`config.mk`:
```
export PLATFORM = sky130hd
export DESIGN_NAME = ads_downsizer
export DESIGN_NICKNAME = d
export VERILOG_FILES = /design/src/common/ads_pkg.sv /design/src/verilog/ads_ctrl_map.sv /design/src/verilog/ads_downsizer.sv
export SDC_FILE = /design/constraint.sdc
export NUM_CORES = 1
export LEC_CHECK = 0
export BUFFER_PORTS_ARGS = -buffer_cell sky130_fd_sc_hd__buf_2
export CAP_MARGIN = 20
export CORE_ASPECT_RATIO = 1.5
export CORE_UTILIZATION = 38
export CTS_CLUSTER_DIAMETER = 100
export CTS_CLUSTER_SIZE = 28
export DETAILED_ROUTE_END_ITERATION = 7
export HOLD_SLACK_MARGIN = 0.02
export PLACE_DENSITY_LB_ADDON = 0.12
export SLEW_MARGIN = 10
export SYNTH_ARGS = -nofsm -noshare
export SYNTH_HDL_FRONTEND = slang
export SYNTH_SLANG_ARGS = --single-unit
```
`constraint.sdc`:
```
create_clock -name clk -period 3.1 [get_ports clk]
set_input_delay 0.155 -clock clk [delete_from_list [all_inputs] [get_ports clk]]
set_output_delay 0.155 -clock clk [all_outputs]
set_load 0.005 [all_outputs]
```
`src/common/ads_pkg.sv`:
```
package ads_pkg;

    ////////////////////////////////////////////////////////////////////////////
    // Transfer, burst, size and response codes
    localparam logic [1:0] TRANS_IDLE = 2'h0;
    localparam logic [1:0] TRANS_BUSY = 2'h1;
    localparam logic [1:0] TRANS_NONSEQ = 2'h2;
    localparam logic [1:0] TRANS_SEQ = 2'h3;

    localparam logic [2:0] BURST_SINGLE = 3'h0;
    localparam logic [2:0] BURST_INCR = 3'h1;
    localparam logic [2:0] BURST_WRAP4 = 3'h2;
    localparam logic [2:0] BURST_INCR4 = 3'h3;
    localparam logic [2:0] BURST_WRAP8 = 3'h4;
    localparam logic [2:0] BURST_INCR8 = 3'h5;
    localparam logic [2:0] BURST_WRAP16 = 3'h6;
    localparam logic [2:0] BURST_INCR16 = 3'h7;

    localparam logic [2:0] SIZE_32 = 3'h2;
    localparam logic [2:0] SIZE_64 = 3'h3;

    localparam logic RESP_OKAY = 1'b0;
    localparam logic RESP_ERROR = 1'b1;

    ////////////////////////////////////////////////////////////////////////////
    // Field positions
    localparam int ADDR_HALF_BIT = 2;      // Word-select bit inside a 64-bit lane
    localparam int WRAP16_LO_BIT = 3;      // 128-byte wrap window of a 64-bit WRAP16
    localparam int WRAP16_HI_BIT = 6;
    localparam logic [3:0] WRAP16_START = 4'h0;

    // Reset values
    localparam logic [31:0] WORD_RESET = 32'h0000_0000;

    ////////////////////////////////////////////////////////////////////////////
    // Carriers
    typedef struct packed {
        logic wide_side_select;
        logic [31:0] wide_address;
        logic [1:0] wide_transfer_type;
        logic [2:0] wide_burst_code;
        logic [2:0] wide_size_code;
        logic [3:0] wide_protection;
        logic wide_lock;
        logic wide_direction;
    } ads_wide_ctrl_t;

    typedef struct packed {
        logic narrow_side_select;
        logic [31:0] narrow_address;
        logic [1:0] narrow_transfer_type;
        logic [2:0] narrow_burst_code;
        logic [2:0] narrow_size_code;
        logic [3:0] narrow_protection;
        logic narrow_lock;
        logic narrow_direction;
    } ads_narrow_ctrl_t;

    typedef enum logic [3:0] {
        ST_PASS = 4'h1,
        ST_HALF1 = 4'h2,
        ST_PEND = 4'h4,
        ST_BLOCK = 4'h8
    } ads_state_t;

    typedef struct packed {
        ads_state_t st;
        logic dp_act;
        logic dp_hi;
        logic dp_64hi;
        logic dp_b64;
        logic dp_blk;
        logic err1;
        ads_wide_ctrl_t cap;
        logic [31:0] low_word;
    } ads_core_t;

endpackage : ads_pkg

```
`src/verilog/ads_ctrl_map.sv`:
```
`timescale 1ns/1ps
`default_nettype none

module ads_ctrl_map (
    input wire ads_pkg::ads_wide_ctrl_t wide_ctrl,
    output ads_pkg::ads_narrow_ctrl_t narrow_ctrl
);
    import ads_pkg::*;

    ////////////////////////////////////////////////////////////////////////////
    // Copy the control word, then rework size, burst and wrap for 64-bit beats
    always_comb begin
        narrow_ctrl.narrow_side_select = wide_ctrl.wide_side_select;
        narrow_ctrl.narrow_address = wide_ctrl.wide_address;
        narrow_ctrl.narrow_transfer_type = wide_ctrl.wide_transfer_type;
        narrow_ctrl.narrow_burst_code = wide_ctrl.wide_burst_code;
        narrow_ctrl.narrow_size_code = wide_ctrl.wide_size_code;
        narrow_ctrl.narrow_protection = wide_ctrl.wide_protection;
        narrow_ctrl.narrow_lock = wide_ctrl.wide_lock;
        narrow_ctrl.narrow_direction = wide_ctrl.wide_direction;
        if (wide_ctrl.wide_size_code == SIZE_64) begin
            narrow_ctrl.narrow_size_code = SIZE_32;
            case (wide_ctrl.wide_burst_code)
                BURST_SINGLE: narrow_ctrl.narrow_burst_code = BURST_INCR;
                BURST_INCR4: narrow_ctrl.narrow_burst_code = BURST_INCR8;
                BURST_WRAP4: narrow_ctrl.narrow_burst_code = BURST_WRAP8;
                BURST_INCR8: narrow_ctrl.narrow_burst_code = BURST_INCR16;
                BURST_WRAP8: narrow_ctrl.narrow_burst_code = BURST_WRAP16;
                BURST_WRAP16: narrow_ctrl.narrow_burst_code = BURST_INCR;
                BURST_INCR16: narrow_ctrl.narrow_burst_code = BURST_INCR;   // Length unknown
                default: narrow_ctrl.narrow_burst_code = BURST_INCR;
            endcase
            // A wrapped WRAP16 beat jumps back, so the narrow bus restarts
            if (wide_ctrl.wide_burst_code == BURST_WRAP16 &&
                wide_ctrl.wide_transfer_type == TRANS_SEQ &&
                wide_ctrl.wide_address[WRAP16_HI_BIT:WRAP16_LO_BIT] == WRAP16_START) begin
                narrow_ctrl.narrow_transfer_type = TRANS_NONSEQ;
            end
        end
    end

endmodule : ads_ctrl_map

`default_nettype wire

```
`src/verilog/ads_downsizer.sv`:
```
`timescale 1ns/1ps
`default_nettype none

// Contract
// Rising-edge state, async active-low reset clears.
// Wide port: address, burst, size, protection, 64-bit data.
// Narrow port: address, data, read data, ready, response.
// Forward lock, protection, size, burst, direction narrow.
// Wide select means narrow range addressed.
// Wide ready marks transfers; sample control only then.
// Wide ready-out low inserts waits, high when ready.
// Narrow select high whenever narrow bus accessed.
// Narrow ready follows slave when selected, else wide.
// Narrow slaves use bridge narrow ready only.
// Unselected narrow slave answers ready high, OKAY.
// 64-bit transfer becomes two 32-bit transfers.
// First half ready hidden; wide waits for second.
// Multiple narrow slaves decode from narrow select.
// Low word latched first, second beat upper word.
// Error passed at once; skips second half.
// Post-error burst: SEQ gets ERROR, BUSY OKAY.
// 64-bit size/burst remapped; narrower pass unchanged.
// Unselected: ready high, OKAY, narrow select low.
module ads_downsizer (
    input wire logic clk,
    input wire logic reset_n,
    input wire ads_pkg::ads_wide_ctrl_t wide_ctrl,
    input wire logic wide_bus_ready_in,
    input wire logic [63:0] wide_write_data,
    output logic [63:0] wide_read_data,
    output logic wide_side_ready_out,
    output logic wide_side_response,
    output ads_pkg::ads_narrow_ctrl_t narrow_ctrl,
    output logic [31:0] narrow_write_data,
    output logic narrow_side_ready_out,
    input wire logic [31:0] narrow_read_data,
    input wire logic narrow_slave_ready_in,
    input wire logic narrow_slave_response
);
    import ads_pkg::*;

    ////////////////////////////////////////////////////////////////////////////
    // Declarations
    ads_core_t s_reg;
    ads_core_t s_next;
    ads_narrow_ctrl_t live_map;
    ads_narrow_ctrl_t cap_map;
    logic nerr;
    logic sel_narrow;
    logic take_new;
    logic err_exit;
    logic wide_is64;
    logic wide_valid;

    ////////////////////////////////////////////////////////////////////////////
    // Control mapping for the live wide request and the captured one
    ads_ctrl_map u_live_map (
        .wide_ctrl(wide_ctrl),
        .narrow_ctrl(live_map)
    );

    ads_ctrl_map u_cap_map (
        .wide_ctrl(s_reg.cap),
        .narrow_ctrl(cap_map)
    );

    ////////////////////////////////////////////////////////////////////////////
    // Data lanes: write data stays stable over both halves, so no register
    always_comb begin
        narrow_write_data = s_reg.dp_hi ? wide_write_data[63:32] : wide_write_data[31:0];
        if (s_reg.dp_64hi) begin
            wide_read_data = {narrow_read_data, s_reg.low_word};
        end else begin
            wide_read_data = {narrow_read_data, narrow_read_data};
        end
    end

    ////////////////////////////////////////////////////////////////////////////
    // Next-state and bus outputs
    always_comb begin
        s_next = s_reg;
        take_new = 1'b0;
        err_exit = 1'b0;
        wide_is64 = (wide_ctrl.wide_size_code == SIZE_64);
        wide_valid = wide_ctrl.wide_side_select && wide_ctrl.wide_transfer_type[1];
        nerr = s_reg.dp_act && (narrow_slave_response == RESP_ERROR);
        sel_narrow = s_reg.dp_act || s_reg.st == ST_HALF1 || s_reg.st == ST_PEND;
        // Default: narrow address phase passes through, 32-bit and smaller unchanged
        narrow_ctrl = live_map;
        wide_side_ready_out = 1'b1;
        wide_side_response = RESP_OKAY;
        if (s_reg.dp_act) begin
            wide_side_ready_out = narrow_slave_ready_in;
            wide_side_response = narrow_slave_response;
        end
        // Narrow ready follows the slave while our transfer owns the bus
        narrow_side_ready_out = sel_narrow ? narrow_slave_ready_in : wide_bus_ready_in;
        case (s_reg.st)
            ST_PASS: begin
                if (nerr) begin
                    narrow_ctrl.narrow_transfer_type = TRANS_IDLE;
                    err_exit = narrow_slave_ready_in;
                end else if (narrow_side_ready_out) begin
                    take_new = 1'b1;
                end
            end
            ST_HALF1: begin
                // Second-half address phase overlaps the first-half data phase
                narrow_ctrl = cap_map;
                narrow_ctrl.narrow_side_select = 1'b1;
                narrow_ctrl.narrow_address[ADDR_HALF_BIT] = 1'b1;
                narrow_ctrl.narrow_transfer_type = TRANS_SEQ;
                if (nerr) begin
                    narrow_ctrl.narrow_transfer_type = TRANS_IDLE;
                    err_exit = narrow_slave_ready_in;
                end else begin
                    wide_side_ready_out = 1'b0;
                    if (narrow_slave_ready_in) begin
                        s_next.low_word = narrow_read_data;
                        s_next.st = ST_PASS;
                        s_next.dp_hi = 1'b1;
                        s_next.dp_64hi = 1'b1;
                    end
                end
            end
            ST_PEND: begin
                // Replay a request that met an aborted narrow cycle
                narrow_ctrl = cap_map;
                narrow_ctrl.narrow_side_select = 1'b1;
                narrow_ctrl.narrow_transfer_type = TRANS_NONSEQ;
                wide_side_ready_out = 1'b0;
                if (narrow_slave_ready_in) begin
                    s_next.dp_act = 1'b1;
                    s_next.dp_hi = s_reg.cap.wide_address[ADDR_HALF_BIT];
                    s_next.dp_64hi = 1'b0;
                    s_next.dp_b64 = (s_reg.cap.wide_size_code == SIZE_64) &&
                                    (s_reg.cap.wide_burst_code != BURST_SINGLE);
                    s_next.st = (s_reg.cap.wide_size_code == SIZE_64) ? ST_HALF1 : ST_PASS;
                end
            end
            ST_BLOCK: begin
                // Burst blocked: narrow bus sees IDLE, wide beats get answered here
                narrow_ctrl.narrow_side_select = 1'b0;
                narrow_ctrl.narrow_transfer_type = TRANS_IDLE;
                if (s_reg.dp_blk) begin
                    wide_side_response = RESP_ERROR;
                    wide_side_ready_out = s_reg.err1;
                    s_next.err1 = ~s_reg.err1;
                end
                if (wide_side_ready_out && wide_bus_ready_in) begin
                    s_next.dp_blk = 1'b0;
                    if (!wide_ctrl.wide_side_select ||
                        wide_ctrl.wide_transfer_type == TRANS_IDLE) begin
                        s_next.st = ST_PASS;
                    end else if (wide_ctrl.wide_transfer_type == TRANS_NONSEQ) begin
                        s_next.st = ST_PEND;
                        s_next.cap = wide_ctrl;
                    end else begin
                        s_next.dp_blk = (wide_ctrl.wide_transfer_type == TRANS_SEQ);
                    end
                end
            end
            default: begin
                s_next.st = ST_PASS;
            end
        endcase
        // New address phase accepted by both buses together
        if (take_new) begin
            s_next.cap = wide_ctrl;
            s_next.dp_act = wide_valid;
            s_next.dp_hi = wide_ctrl.wide_address[ADDR_HALF_BIT];
            s_next.dp_64hi = 1'b0;
            s_next.dp_b64 = wide_is64 && (wide_ctrl.wide_burst_code != BURST_SINGLE);
            if (wide_valid && wide_is64) begin
                s_next.st = ST_HALF1;
            end
        end
        // End of a two-cycle error: block the burst or park the next request
        if (err_exit) begin
            s_next.dp_act = 1'b0;
            s_next.dp_64hi = 1'b0;
            s_next.err1 = 1'b0;
            s_next.dp_blk = 1'b0;
            s_next.st = ST_PASS;
            if (s_reg.dp_b64 && wide_ctrl.wide_side_select &&
                (wide_ctrl.wide_transfer_type == TRANS_SEQ ||
                 wide_ctrl.wide_transfer_type == TRANS_BUSY)) begin
                s_next.st = ST_BLOCK;
                s_next.dp_blk = (wide_ctrl.wide_transfer_type == TRANS_SEQ);
            end else if (wide_valid) begin
                s_next.st = ST_PEND;
                s_next.cap = wide_ctrl;
            end
        end
    end

    ////////////////////////////////////////////////////////////////////////////
    // State register
    always_ff @(posedge clk or negedge reset_n) begin
        if (!reset_n) begin
            s_reg.st <= ST_PASS;
            s_reg.dp_act <= 1'b0;
            s_reg.dp_hi <= 1'b0;
            s_reg.dp_64hi <= 1'b0;
            s_reg.dp_b64 <= 1'b0;
            s_reg.dp_blk <= 1'b0;
            s_reg.err1 <= 1'b0;
            s_reg.cap <= '0;
            s_reg.low_word <= WORD_RESET;
        end else begin
            s_reg <= s_next;
        end
    end

endmodule : ads_downsizer

`default_nettype wire

```
==> metrics.json, run 1 <==
{
  "total_grt_overflow": {"value": 0},
  "drive_gt1_share": {"value": 70.8, "unit": "%"},
  "max_freq": {"value": 385, "unit": "MHz"},
  "synth_nets": {"value": 607},
  "synth_edf_count": {"value": 0},
  "diodes": {"value": 0},
  "synth-main-ff-cell": {"value": "sky130_fd_sc_hd__dfrtp_1"},
  "largest_driver_fanout_on_the_critical_path": {"value": 50},
  "power.sequential.fraction": {"value": 37.0, "unit": "%"},
  "totalWireLength": {"value": 14.4, "unit": "mm"},
  "cp_data_arrival_time": {"value": 2.44, "unit": "ns"},
  "grt_start_max_net_pins": {"value": 71},
  "postSynthCellCount": {"value": 458},
  "avgViaCountPerCell": {"value": 4.91},
  "root_buffer": {"value": "sky130_fd_sc_hd__clkbuf_16"},
  "synth-async-reset-ratio": {"value": 100, "unit": "%"},
  "report.final.setup_viol": {"value": 0},
  "slew_viol_final": {"value": 0},
  "status": {"value": "finished clean"},
  "final_min_period_over_clock_period": {"value": 83.8, "unit": "%"},
  "crit-reg2reg-capture": {"value": "s_reg[65]$_DFF_PN0_"},
  "synth_common_cells": {"value": "sky130_fd_sc_hd__mux2_2, sky130_fd_sc_hd__dfrtp_1, sky130_fd_sc_hd__mux2_4"},
  "grt_antenna_before_repair": {"value": 0},
  "fp.dieArea": {"value": 15100, "unit": "um^2"},
  "setup_total_negative_slack": {"value": 0, "unit": "ns"},
  "post_synth_instance_area": {"value": 5540, "unit": "um^2"},
  "power.ir.vdd_worst": {"value": 0.000402, "unit": "V"},
  "beginning_of_the_worst_register_to_register_path": {"value": "s_reg[87]$_DFF_PN0_"},
  "die_h": {"value": 150, "unit": "um"},
  "holdPathStages": {"value": 2},
  "synth_area_leaders": {"value": "sky130_fd_sc_hd__dfrtp_1, sky130_fd_sc_hd__mux2_2, sky130_fd_sc_hd__mux2_4"},
  "power.switching": {"value": 1.39, "unit": "mW"},
  "vias_in_the_first_global_route": {"value": 4375},
  "last_weighted_congestion_value_of_the_routability_driven_placer": {"value": 0.850},
  "slew_headroom": {"value": 40.2, "unit": "%"},
  "areaGrowthSynthToFinish": {"value": 31.5, "unit": "%"},
  "dpl-instance-area": {"value": 6930, "unit": "um^2"},
  "p_int": {"value": 3.22, "unit": "mW"},
  "coreArea": {"value": 14100, "unit": "um^2"},
  "count_of_boundary_i_o_pins": {"value": 294},
  "max_cap_violations": {"value": 0},
  "yosys.area.top_type_share": {"value": 38.4, "unit": "%"},
  "worstSetupEndpointType": {"value": "output pin"},
  "synth.ff_latch_count": {"value": 86},
  "leakagePower": {"value": 3.71, "unit": "nW"},
  "power_per_cell_area": {"value": 634, "unit": "nW/um^2"},
  "library_cell_occupying_the_most_area_in_the_post_synthesis_netlist": {"value": "sky130_fd_sc_hd__dfrtp_1"},
  "fp_rows": {"value": 53},
  "r2r_setup_slack": {"value": 0.71, "unit": "ns"},
  "cts_sinks": {"value": 86},
  "postLayoutCellArea": {"value": 7280, "unit": "um^2"},
  "dr.pass1.iters": {"value": 4},
  "clock-skew-final": {"value": 0.0109, "unit": "ns"},
  "min_period": {"value": 2.60, "unit": "ns"},
  "avgSynthCellArea": {"value": 12.1, "unit": "um^2"},
  "tritoncts": {"value": "built"},
  "dominant_cell_by_count_in_the_synthesized_netlist": {"value": "sky130_fd_sc_hd__mux2_2"},
  "largest_reg_flops": {"value": 86},
  "place.detailed.hpwl": {"value": 10.9, "unit": "mm"},
  "sequential_to_total_area_share_from_yosys_stat": {"value": 38.9, "unit": "%"},
  "final_routed_wire_length_divided_by_cell_count": {"value": 15.8, "unit": "um"},
  "portBuffers": {"value": 293},
  "antenna_violating_nets_post_route": {"value": 0},
  "swShare": {"value": 30.2, "unit": "%"},
  "cts-root-to-sink-buffers": {"value": 2},
  "track_usage": {"value": 18.7, "unit": "%"},
  "max_slew.worst_pin.slew": {"value": 0.896, "unit": "ns"},
  "power.share.clock": {"value": 26.3, "unit": "%"},
  "r2r.worst_path.cells": {"value": 6},
  "worst_ep_required_time": {"value": 2.94, "unit": "ns"},
  "htree_levels": {"value": 3},
  "dr.first_iter.drc_count": {"value": 109},
  "insertion_delay": {"value": 0.34, "unit": "ns"},
  "setup.worst_path.start_class": {"value": "flip-flop"},
  "synthDistinctLibCells": {"value": 44},
  "comb_power_share": {"value": 36.7, "unit": "%"},
  "timing.hold.worst_endpoint": {"value": "s_reg[46]$_DFF_PN0_"},
  "routed-via-count": {"value": 4455},
  "nNetsFinal": {"value": 860},
  "initial_core_util": {"value": 39.2, "unit": "%"},
  "yosysWarnings": {"value": 0},
  "worst_hold_path_type": {"value": "in -> reg"},
  "die_width": {"value": 101, "unit": "um"},
  "drc_errors": {"value": 0},
  "number_of_buffers_inserted_during_clock_tree_synthesis": {"value": 9},
  "grt_pass1_wl": {"value": 21.8, "unit": "mm"},
  "hold_viol_final": {"value": 0},
  "clkSlewWorstSetupHoldPaths": {"value": 0.07, "unit": "ns"},
  "timing_worst_setup_path_type": {"value": "reg -> out"},
  "setup_repair_after_global_routing_missed_its_margin": {"value": "no"},
  "holdCritStartpoint": {"value": "wide_ctrl[14]"}
}
layer usage:
metal	wire length, um	vias up	track usage (%)
met5	0	-	0
met2	7530	190	34.3
li1	-	2132	-
met1	5630	2109	20.9
met3	869	24	3.69
met4	335	0	7.68
worst max-delay path, cell delays in order (launching register included):
cell and delay [ns]:
sky130_fd_sc_hd__dfrtp_1 0.68, sky130_fd_sc_hd__xor2_1 0.21, sky130_fd_sc_hd__nand2_2 0.12, sky130_fd_sc_hd__buf_4 0.50
sky130_fd_sc_hd__mux2_2 0.42, sky130_fd_sc_hd__buf_2 0.13
worst max path at each step:
stage | slack, ns | end | start
final | 0.50 | narrow_ctrl[26] | s_reg[87]$_DFF_PN0_
after global placement | 0.78 | s_reg[76]$_DFF_PN0_ | s_reg[87]$_DFF_PN0_
after detailed placement | 0.73 | s_reg[71]$_DFF_PN0_ | s_reg[87]$_DFF_PN0_
after global routing | 0.40 | narrow_ctrl[26] | s_reg[87]$_DFF_PN0_
after CTS | 0.50 | narrow_ctrl[26] | s_reg[87]$_DFF_PN0_
after floorplan | 1.08 | s_reg[36]$_DFF_PN0_ | s_reg[85]$_DFF_PN1_
per-stage QoR:
stage               instances  util [%]  hold slack (ns)  power [mW]  worst slack (ns)
floorplan                 458         -           -0.141        2.91              1.08
global placement          891      49.1            0.337        3.38             0.781
detailed placement        891      49.1            0.349        3.43             0.733
CTS                       908      51.6           0.0388        4.68             0.499
global route              908      51.6           0.0388        4.90             0.395
finish                    908      51.6           0.0521        4.61             0.504
placed cells by master, fill, tap and decap left out, types with 3 or more instances in the layout:
cell type	count
sky130_fd_sc_hd__buf_2	292
sky130_fd_sc_hd__mux2_2	139
sky130_fd_sc_hd__dfrtp_1	85
sky130_fd_sc_hd__mux2_4	40
sky130_fd_sc_hd__nand2_1	19
sky130_fd_sc_hd__a21oi_1	17
sky130_fd_sc_hd__o21ai_0	14
sky130_fd_sc_hd__nor2_1	13
sky130_fd_sc_hd__nand3_1	10
sky130_fd_sc_hd__clkbuf_16	9
sky130_fd_sc_hd__buf_4	8
sky130_fd_sc_hd__inv_1	7
sky130_fd_sc_hd__nor3_1	6
sky130_fd_sc_hd__xor2_1	5
sky130_fd_sc_hd__nand3b_1	4
sky130_fd_sc_hd__nand2b_1	4
sky130_fd_sc_hd__mux2i_1	3
final cells by class:
class | instances | area [um^2]
Clock buffer | 9 | 225
Clock inverter | 7 | 113
Fill cell | 1317 | 6840
Inverter | 7 | 26.3
Multi-Input combinational cell | 305 | 2970
Sequential cell | 86 | 2150
Tap cell | 192 | 240
Timing Repair Buffer | 302 | 1550
power by group through the flow:
| stage | logic [mW] | registers, mW | clock network (mW) |
|---|---|---|---|
| detailed placement | 1.72 | 1.71 | 0 |
| floorplan | 1.28 | 1.63 | 0 |
| global route | 1.84 | 1.76 | 1.30 |
| global placement | 1.67 | 1.71 | 0 |
| CTS | 1.72 | 1.71 | 1.25 |
| finish | 1.69 | 1.71 | 1.22 |
kinds of logic (layout without fill, tap and decap cells):
| family | after synthesis | in the layout | synth area share (%) |
|---|---|---|---|
| AO/OA/AOI/OAI | 45 | 45 | 5.47 |
| XOR/XNOR | 6 | 6 | 0.949 |
| adder cells (fa/ha/maj) | 1 | 1 | 0.226 |
| buffers and inverters | 67 | 325 | 7.46 |
| flip-flops | 86 | 86 | 38.9 |
| multiplexers | 182 | 182 | 39.7 |
| AND/OR/NAND/NOR | 71 | 71 | 7.34 |
timing repair:
action,in CTS,in global routing
buffers inserted,0,0
hold buffers,1,0
resized for setup,0,0
endpoints found under the hold margin,67,0
Note: power is estimated with default switching activity, not from simulation.
==> run 2: changes to the inputs <==
==> constraint.sdc (replaced) <==
create_clock -name clk -period 2.7 [get_ports clk]
set_input_delay 0.135 -clock clk [delete_from_list [all_inputs] [get_ports clk]]
set_output_delay 0.135 -clock clk [all_outputs]
set_load 0.005 [all_outputs]
==> run 2 against run 1 <==
  * Critical endpoint is now narrow_ctrl[12]
  * Via count increased by 0.79%
  * Sequential power increased by 15%
  * Count of clock-buffer cells in the layout unchanged
  * Register-to-register slack got worse by 0.40 ns
  * Wire length increased by 0.81%
  * Non-clock buffer count increased by 3
  * Cell count increased by 0.33%
  * Setup slack got worse by 0.26 ns
  * Clock skew decreased by 0.0038 ns
  * Die area unchanged
==> metrics.json, run 2 (synthesis results as in run 1) <==
{
  "status": {"value": "finished clean"},
  "setup_total_negative_slack": {"value": 0, "unit": "ns"},
  "critical_path.cell_chain": {"value": "xor2_1 > or3b_2 > nor2_1 > a21oi_1 > and3_1 > buf_2"},
  "grt_pass1_wl": {"value": 22.2, "unit": "mm"},
  "worst_hold_path_type": {"value": "in -> reg"},
  "drive_gt1_share": {"value": 70.5, "unit": "%"},
  "total_grt_overflow": {"value": 0},
  "initial_core_util": {"value": 39.2, "unit": "%"},
  "largest_driver_fanout_on_the_critical_path": {"value": 11},
  "insertion_delay": {"value": 0.34, "unit": "ns"},
  "dr.pass1.iters": {"value": 4},
  "clock-skew-final": {"value": 0.00710, "unit": "ns"},
  "last_weighted_congestion_value_of_the_routability_driven_placer": {"value": 0.881},
  "coreArea": {"value": 14100, "unit": "um^2"},
  "power_per_cell_area": {"value": 712, "unit": "nW/um^2"},
  "diodes": {"value": 0},
  "grt_antenna_before_repair": {"value": 0},
  "totalWireLength": {"value": 14.5, "unit": "mm"},
  "count_of_boundary_i_o_pins": {"value": 294},
  "portBuffers": {"value": 293},
  "final_min_period_over_clock_period": {"value": 91.1, "unit": "%"},
  "cts-root-to-sink-buffers": {"value": 2},
  "worstSetupEndpointType": {"value": "output pin"},
  "clkSlewWorstSetupHoldPaths": {"value": 0.07, "unit": "ns"},
  "cts_sinks": {"value": 86},
  "power.ir.vdd_worst": {"value": 0.000388, "unit": "V"},
  "slew_viol_final": {"value": 0},
  "htree_levels": {"value": 3},
  "largest_reg_flops": {"value": 86},
  "crit-reg2reg-capture": {"value": "s_reg[35]$_DFF_PN0_"},
  "most_common_cell_after_layout_fill_and_taps_aside": {"value": "sky130_fd_sc_hd__buf_2"},
  "place.detailed.hpwl": {"value": 10.7, "unit": "mm"},
  "r2r.worst_path.cells": {"value": 6},
  "met3_layer_wire_length_in_the_routed_design": {"value": 814, "unit": "um"},
  "setup.worst_path.start_class": {"value": "flip-flop"},
  "finalPower": {"value": 5.21, "unit": "mW"},
  "holdPathStages": {"value": 2},
  "drc_errors": {"value": 0},
  "number_of_buffers_inserted_during_clock_tree_synthesis": {"value": 9},
  "fp_rows": {"value": 53},
  "highest-signal-layer": {"value": "met4"},
  "cp_data_arrival_time": {"value": 2.33, "unit": "ns"},
  "slew_headroom": {"value": 67.5, "unit": "%"},
  "min_period": {"value": 2.46, "unit": "ns"},
  "avgViaCountPerCell": {"value": 4.93},
  "dr.first_iter.drc_count": {"value": 131},
  "die_width": {"value": 101, "unit": "um"},
  "slowest_delay": {"value": 0.68, "unit": "ns"},
  "critical_path_buf_inv_count": {"value": 1},
  "antenna_violating_nets_post_route": {"value": 0},
  "report.final.setup_viol": {"value": 0},
  "met2WireLength": {"value": 7.51, "unit": "mm"},
  "vias_in_the_first_global_route": {"value": 4418},
  "track_usage": {"value": 18.9, "unit": "%"},
  "most-common-layout-cells": {"value": "sky130_fd_sc_hd__buf_2, sky130_fd_sc_hd__mux2_2, sky130_fd_sc_hd__dfrtp_1"},
  "timing.hold.worst_endpoint": {"value": "s_reg[64]$_DFF_PN0_"},
  "fp.dieArea": {"value": 15100, "unit": "um^2"},
  "tritoncts": {"value": "built"},
  "timing_worst_setup_path_type": {"value": "reg -> out"},
  "root_buffer": {"value": "sky130_fd_sc_hd__clkbuf_16"},
  "critical_path.slowest_cell": {"value": "sky130_fd_sc_hd__dfstp_2"},
  "hold_viol_final": {"value": 0},
  "holdCritStartpoint": {"value": "wide_ctrl[32]"},
  "max_freq": {"value": 406, "unit": "MHz"},
  "worst_ep_required_time": {"value": 2.57, "unit": "ns"},
  "nNetsFinal": {"value": 863},
  "route.layer.met1.wl": {"value": 5.80, "unit": "mm"},
  "grt_start_max_net_pins": {"value": 87},
  "leakagePower": {"value": 3.73, "unit": "nW"},
  "routed-via-count": {"value": 4490},
  "areaGrowthSynthToFinish": {"value": 32.1, "unit": "%"},
  "setup_repair_after_global_routing_missed_its_margin": {"value": "no"},
  "beginning_of_the_worst_register_to_register_path": {"value": "s_reg[86]$_DFF_PN0_"},
  "gate_family_responsible_for_the_most_delay_along_the_worst_path": {"value": "simple AND/OR/NAND/NOR gates"},
  "max_slew.worst_pin.slew": {"value": 0.488, "unit": "ns"},
  "cts_post_setup_buffers_inserted": {"value": 0},
  "die_h": {"value": 150, "unit": "um"},
  "r2r_setup_slack": {"value": 0.31, "unit": "ns"},
  "final_routed_wire_length_divided_by_cell_count": {"value": 15.9, "unit": "um"},
  "max_cap_violations": {"value": 0}
}
run 2: changes by cell type in the layout (fill, tap and decap cells not counted), sizes merged:
cell	previous run	this run
bufinv	2	1
dlygate4sd3	1	4
inv	10	9
clkinv	1	3
run 2: worst max-delay path by stage:
stage | start | endpoint | slack [ns] | cells after the start
2_1_floorplan | s_reg[85]$_DFF_PN1_ | s_reg[36]$_DFF_PN0_ | 0.68 | 7
3_3_place_gp | s_reg[86]$_DFF_PN0_ | s_reg[35]$_DFF_PN0_ | 0.42 | 6
3_5_place_dp | s_reg[86]$_DFF_PN0_ | s_reg[32]$_DFF_PN0_ | 0.35 | 6
4_1_cts | s_reg[85]$_DFF_PN1_ | narrow_ctrl[12] | 0.21 | 6
5_1_grt | s_reg[86]$_DFF_PN0_ | narrow_ctrl[12] | 0.11 | 6
6_report | s_reg[85]$_DFF_PN1_ | narrow_ctrl[12] | 0.24 | 6
run 2: metal layers:
layer	GRT usage [%]	vias up
met5	0	-
met4	7.90	0
met3	3.36	27
met2	33.8	198
met1	21.9	2134
li1	-	2131
run 2: final cells by class:
type / instances / area, um^2
Clock buffer: 9 / 225
Clock inverter: 7 / 82.6
Fill cell: 1311 / 6810
Inverter: 7 / 26.3
Multi-Input combinational cell: 305 / 2970
Sequential cell: 86 / 2150
Tap cell: 192 / 240
Timing Repair Buffer: 305 / 1610
run 2: through the flow:
step                worst slack [ns]  std cells  hold slack [ns]  util [%]  instance area (um^2)
global placement               0.420        890            0.377      49.1                  6940
floorplan                      0.683        458           -0.161         -                  5540
finish                         0.239        911           0.0337      51.8                  7310
global route                   0.112        911           0.0310      51.8                  7310
detailed placement             0.349        890            0.385      49.1                  6940
CTS                            0.214        909           0.0205      51.5                  7280
run 2: repair_timing:
action                    CTS  global route
gates resized for setup     0             0
hold buffers                3             1
hold endpoints to repair    3            23
run 2: report_power, final:
group	leakage, nW	total [mW]	internal [mW]	switching (mW)
registers	1.09	1.96	1.68	0.275
clock network	0.149	1.30	0.733	0.572
logic	2.49	1.94	1.19	0.759
==> run 3: changes to the inputs <==
--- a/config.mk
+++ b/config.mk
@@ -14,6 +14,7 @@
 export DETAILED_ROUTE_END_ITERATION = 7
 export HOLD_SLACK_MARGIN = 0.02
 export PLACE_DENSITY_LB_ADDON = 0.12
+export RECOVER_POWER = 100
 export SLEW_MARGIN = 10
 export SYNTH_ARGS = -nofsm -noshare
 export SYNTH_HDL_FRONTEND = slang
==> run 3 against run 2 <==
  * Total power fell by 7.3%
  * Fmax decreased by 1.3%
  * Sequential share of layout area rose by 1.3 points
  * Die area did not move
  * Largest cell class unchanged
  * Sequential power is essentially flat
  * Register-to-register slack lost 0.10 ns
  * Setup slack got worse by 0.033 ns
  * Global-route usage stayed put
  * Highest routed layer unchanged
==> metrics.json, run 3 (synthesis results as in run 1) <==
{
  "gate_family_responsible_for_the_most_delay_along_the_worst_path": {"value": "flip-flops"},
  "slowest_delay": {"value": 0.65, "unit": "ns"},
  "portBuffers": {"value": 293},
  "max_freq": {"value": 401, "unit": "MHz"},
  "max_cap_violations": {"value": 0},
  "total_grt_overflow": {"value": 0},
  "insertion_delay": {"value": 0.34, "unit": "ns"},
  "clock-skew-final": {"value": 0.00717, "unit": "ns"},
  "setup_total_negative_slack": {"value": 0, "unit": "ns"},
  "power.ir.vdd_worst": {"value": 0.000329, "unit": "V"},
  "critical_path.cell_chain": {"value": "xor2_1 > nand3_1 > a31oi_2 > a21oi_1 > buf_12 > mux2_1"},
  "hold_viol_final": {"value": 0},
  "worst_hold_path_type": {"value": "in -> reg"},
  "setup_repair_after_global_routing_missed_its_margin": {"value": "no"},
  "cts_repair_resize_count": {"value": 0},
  "report.final.setup_viol": {"value": 0},
  "die_width": {"value": 101, "unit": "um"},
  "avgViaCountPerCell": {"value": 4.96},
  "cp_data_arrival_time": {"value": 2.72, "unit": "ns"},
  "coreArea": {"value": 14100, "unit": "um^2"},
  "diodes": {"value": 0},
  "crit-reg2reg-capture": {"value": "s_reg[71]$_DFF_PN0_"},
  "stdcell_count": {"value": 911},
  "grt_start_max_net_pins": {"value": 87},
  "totalWireLength": {"value": 14.6, "unit": "mm"},
  "die_h": {"value": 150, "unit": "um"},
  "vias_in_the_first_global_route": {"value": 4418},
  "slew_viol_final": {"value": 0},
  "min_period": {"value": 2.49, "unit": "ns"},
  "fin_ws": {"value": 0.206, "unit": "ns"},
  "final_min_period_over_clock_period": {"value": 92.4, "unit": "%"},
  "clkSlewWorstSetupHoldPaths": {"value": 0.07, "unit": "ns"},
  "status": {"value": "finished clean"},
  "holdPathStages": {"value": 2},
  "worst_hold_slack": {"value": 0.0221, "unit": "ns"},
  "number_of_buffers_inserted_during_clock_tree_synthesis": {"value": 9},
  "routed-via-count": {"value": 4515},
  "r2r_setup_slack": {"value": 0.21, "unit": "ns"},
  "antenna_violating_nets_post_route": {"value": 0},
  "max_slew.worst_pin.slew": {"value": 1.42, "unit": "ns"},
  "dr.first_iter.drc_count": {"value": 138},
  "critical_path_buf_inv_count": {"value": 1},
  "power_per_cell_area": {"value": 690, "unit": "nW/um^2"},
  "tritoncts": {"value": "built"},
  "most-common-layout-cells": {"value": "sky130_fd_sc_hd__buf_2, sky130_fd_sc_hd__mux2_2, sky130_fd_sc_hd__clkbuf_1"},
  "setup.worst_path.start_class": {"value": "flip-flop"},
  "timing.hold.worst_endpoint": {"value": "s_reg[63]$_DFF_PN0_"},
  "grt_pass1_wl": {"value": 22.2, "unit": "mm"},
  "placedCellCount": {"value": 890},
  "last_weighted_congestion_value_of_the_routability_driven_placer": {"value": 0.881},
  "track_usage": {"value": 18.9, "unit": "%"},
  "largest_driver_fanout_on_the_critical_path": {"value": 44},
  "timing_worst_setup_path_type": {"value": "reg -> reg"},
  "beginning_of_the_worst_register_to_register_path": {"value": "s_reg[86]$_DFF_PN0_"},
  "fp_rows": {"value": 53},
  "drc_errors": {"value": 0},
  "r2r.worst_path.cells": {"value": 6},
  "holdCritStartpoint": {"value": "wide_ctrl[31]"},
  "critical_path.slowest_cell": {"value": "sky130_fd_sc_hd__dfrtp_1"},
  "postLayoutCellArea": {"value": 7000, "unit": "um^2"},
  "preCtsSetupSlack": {"value": 0.349, "unit": "ns"},
  "slew_headroom": {"value": 5.56, "unit": "%"},
  "initial_core_util": {"value": 39.2, "unit": "%"},
  "htree_levels": {"value": 3},
  "areaGrowthSynthToFinish": {"value": 26.4, "unit": "%"},
  "root_buffer": {"value": "sky130_fd_sc_hd__clkbuf_16"},
  "place.detailed.hpwl": {"value": 10.7, "unit": "mm"},
  "drive_gt1_share": {"value": 50.9, "unit": "%"},
  "dr.pass1.iters": {"value": 4},
  "worstSetupEndpointType": {"value": "flip-flop"},
  "cts_sinks": {"value": 86},
  "grt_antenna_before_repair": {"value": 0},
  "dpl-instance-area": {"value": 6940, "unit": "um^2"},
  "leakagePower": {"value": 3.27, "unit": "nW"},
  "fp.dieArea": {"value": 15100, "unit": "um^2"},
  "most_common_cell_after_layout_fill_and_taps_aside": {"value": "sky130_fd_sc_hd__buf_2"},
  "final_routed_wire_length_divided_by_cell_count": {"value": 16.0, "unit": "um"},
  "worst_ep_required_time": {"value": 2.92, "unit": "ns"},
  "cts-root-to-sink-buffers": {"value": 2},
  "count_of_boundary_i_o_pins": {"value": 294},
  "largest_reg_flops": {"value": 86},
  "nNetsFinal": {"value": 863}
}
==> run 3: cell count changes in the layout (fill, tap and decap cells not counted), moves of 2 or more <==
cell | previous run | this run
sky130_fd_sc_hd__clkbuf_1 | 0 | 97
sky130_fd_sc_hd__buf_4 | 6 | 0
sky130_fd_sc_hd__mux2_4 | 40 | 1
sky130_fd_sc_hd__mux2_2 | 139 | 137
sky130_fd_sc_hd__buf_2 | 292 | 198
sky130_fd_sc_hd__clkbuf_2 | 0 | 2
sky130_fd_sc_hd__mux2_1 | 0 | 41
==> run 3: worst max-delay path by stage <==
stage | startpoint | end | slack (ns) | depth (start not counted)
floorplan | s_reg[85]$_DFF_PN1_ | s_reg[36]$_DFF_PN0_ | 0.68 | 7
global placement | s_reg[86]$_DFF_PN0_ | s_reg[35]$_DFF_PN0_ | 0.42 | 6
detailed placement | s_reg[86]$_DFF_PN0_ | s_reg[32]$_DFF_PN0_ | 0.35 | 6
CTS | s_reg[85]$_DFF_PN1_ | narrow_ctrl[12] | 0.21 | 6
global route | s_reg[86]$_DFF_PN0_ | s_reg[77]$_DFF_PN0_ | 0.09 | 6
finish | s_reg[86]$_DFF_PN0_ | s_reg[71]$_DFF_PN0_ | 0.21 | 6
==> run 3: where the power goes <==
part	total (mW)	internal [mW]	switching, mW
Sequential	1.95	1.68	0.266
Clock	1.30	0.733	0.571
Combinational	1.58	0.851	0.727
Total	4.83	3.26	1.56
==> run 3: metal layers <==
layer	global-route usage (%)	vias to the layer above	routed length, um
met5	0	-	0
met4	7.90	0	360
met3	3.36	27	888
met2	33.8	208	7440
met1	21.9	2147	5910
li1	-	2133	-
==> run 3: timing repair <==
item                       CTS  global route
hold buffers                 3             1
setup endpoints to repair    0             0
buffers inserted             0             0
hold endpoints to repair     3            23
==> run 3: final cells by class <==
class | instances | area [um^2]
Fill cell | 1411 | 7130
Multi-Input combinational cell | 305 | 2790
Sequential cell | 86 | 2150
Timing Repair Buffer | 305 | 1480
Tap cell | 192 | 240
Clock buffer | 9 | 225
Clock inverter | 7 | 82.6
Inverter | 7 | 26.3
==> run 3: per-stage QoR <==
stage	total power, mW	util [%]
5_1_grt	5.13	49.5
3_3_place_gp	3.86	49.1
6_report	4.83	49.5
3_5_place_dp	3.93	49.1
2_1_floorplan	3.34	-
4_1_cts	5.27	51.5
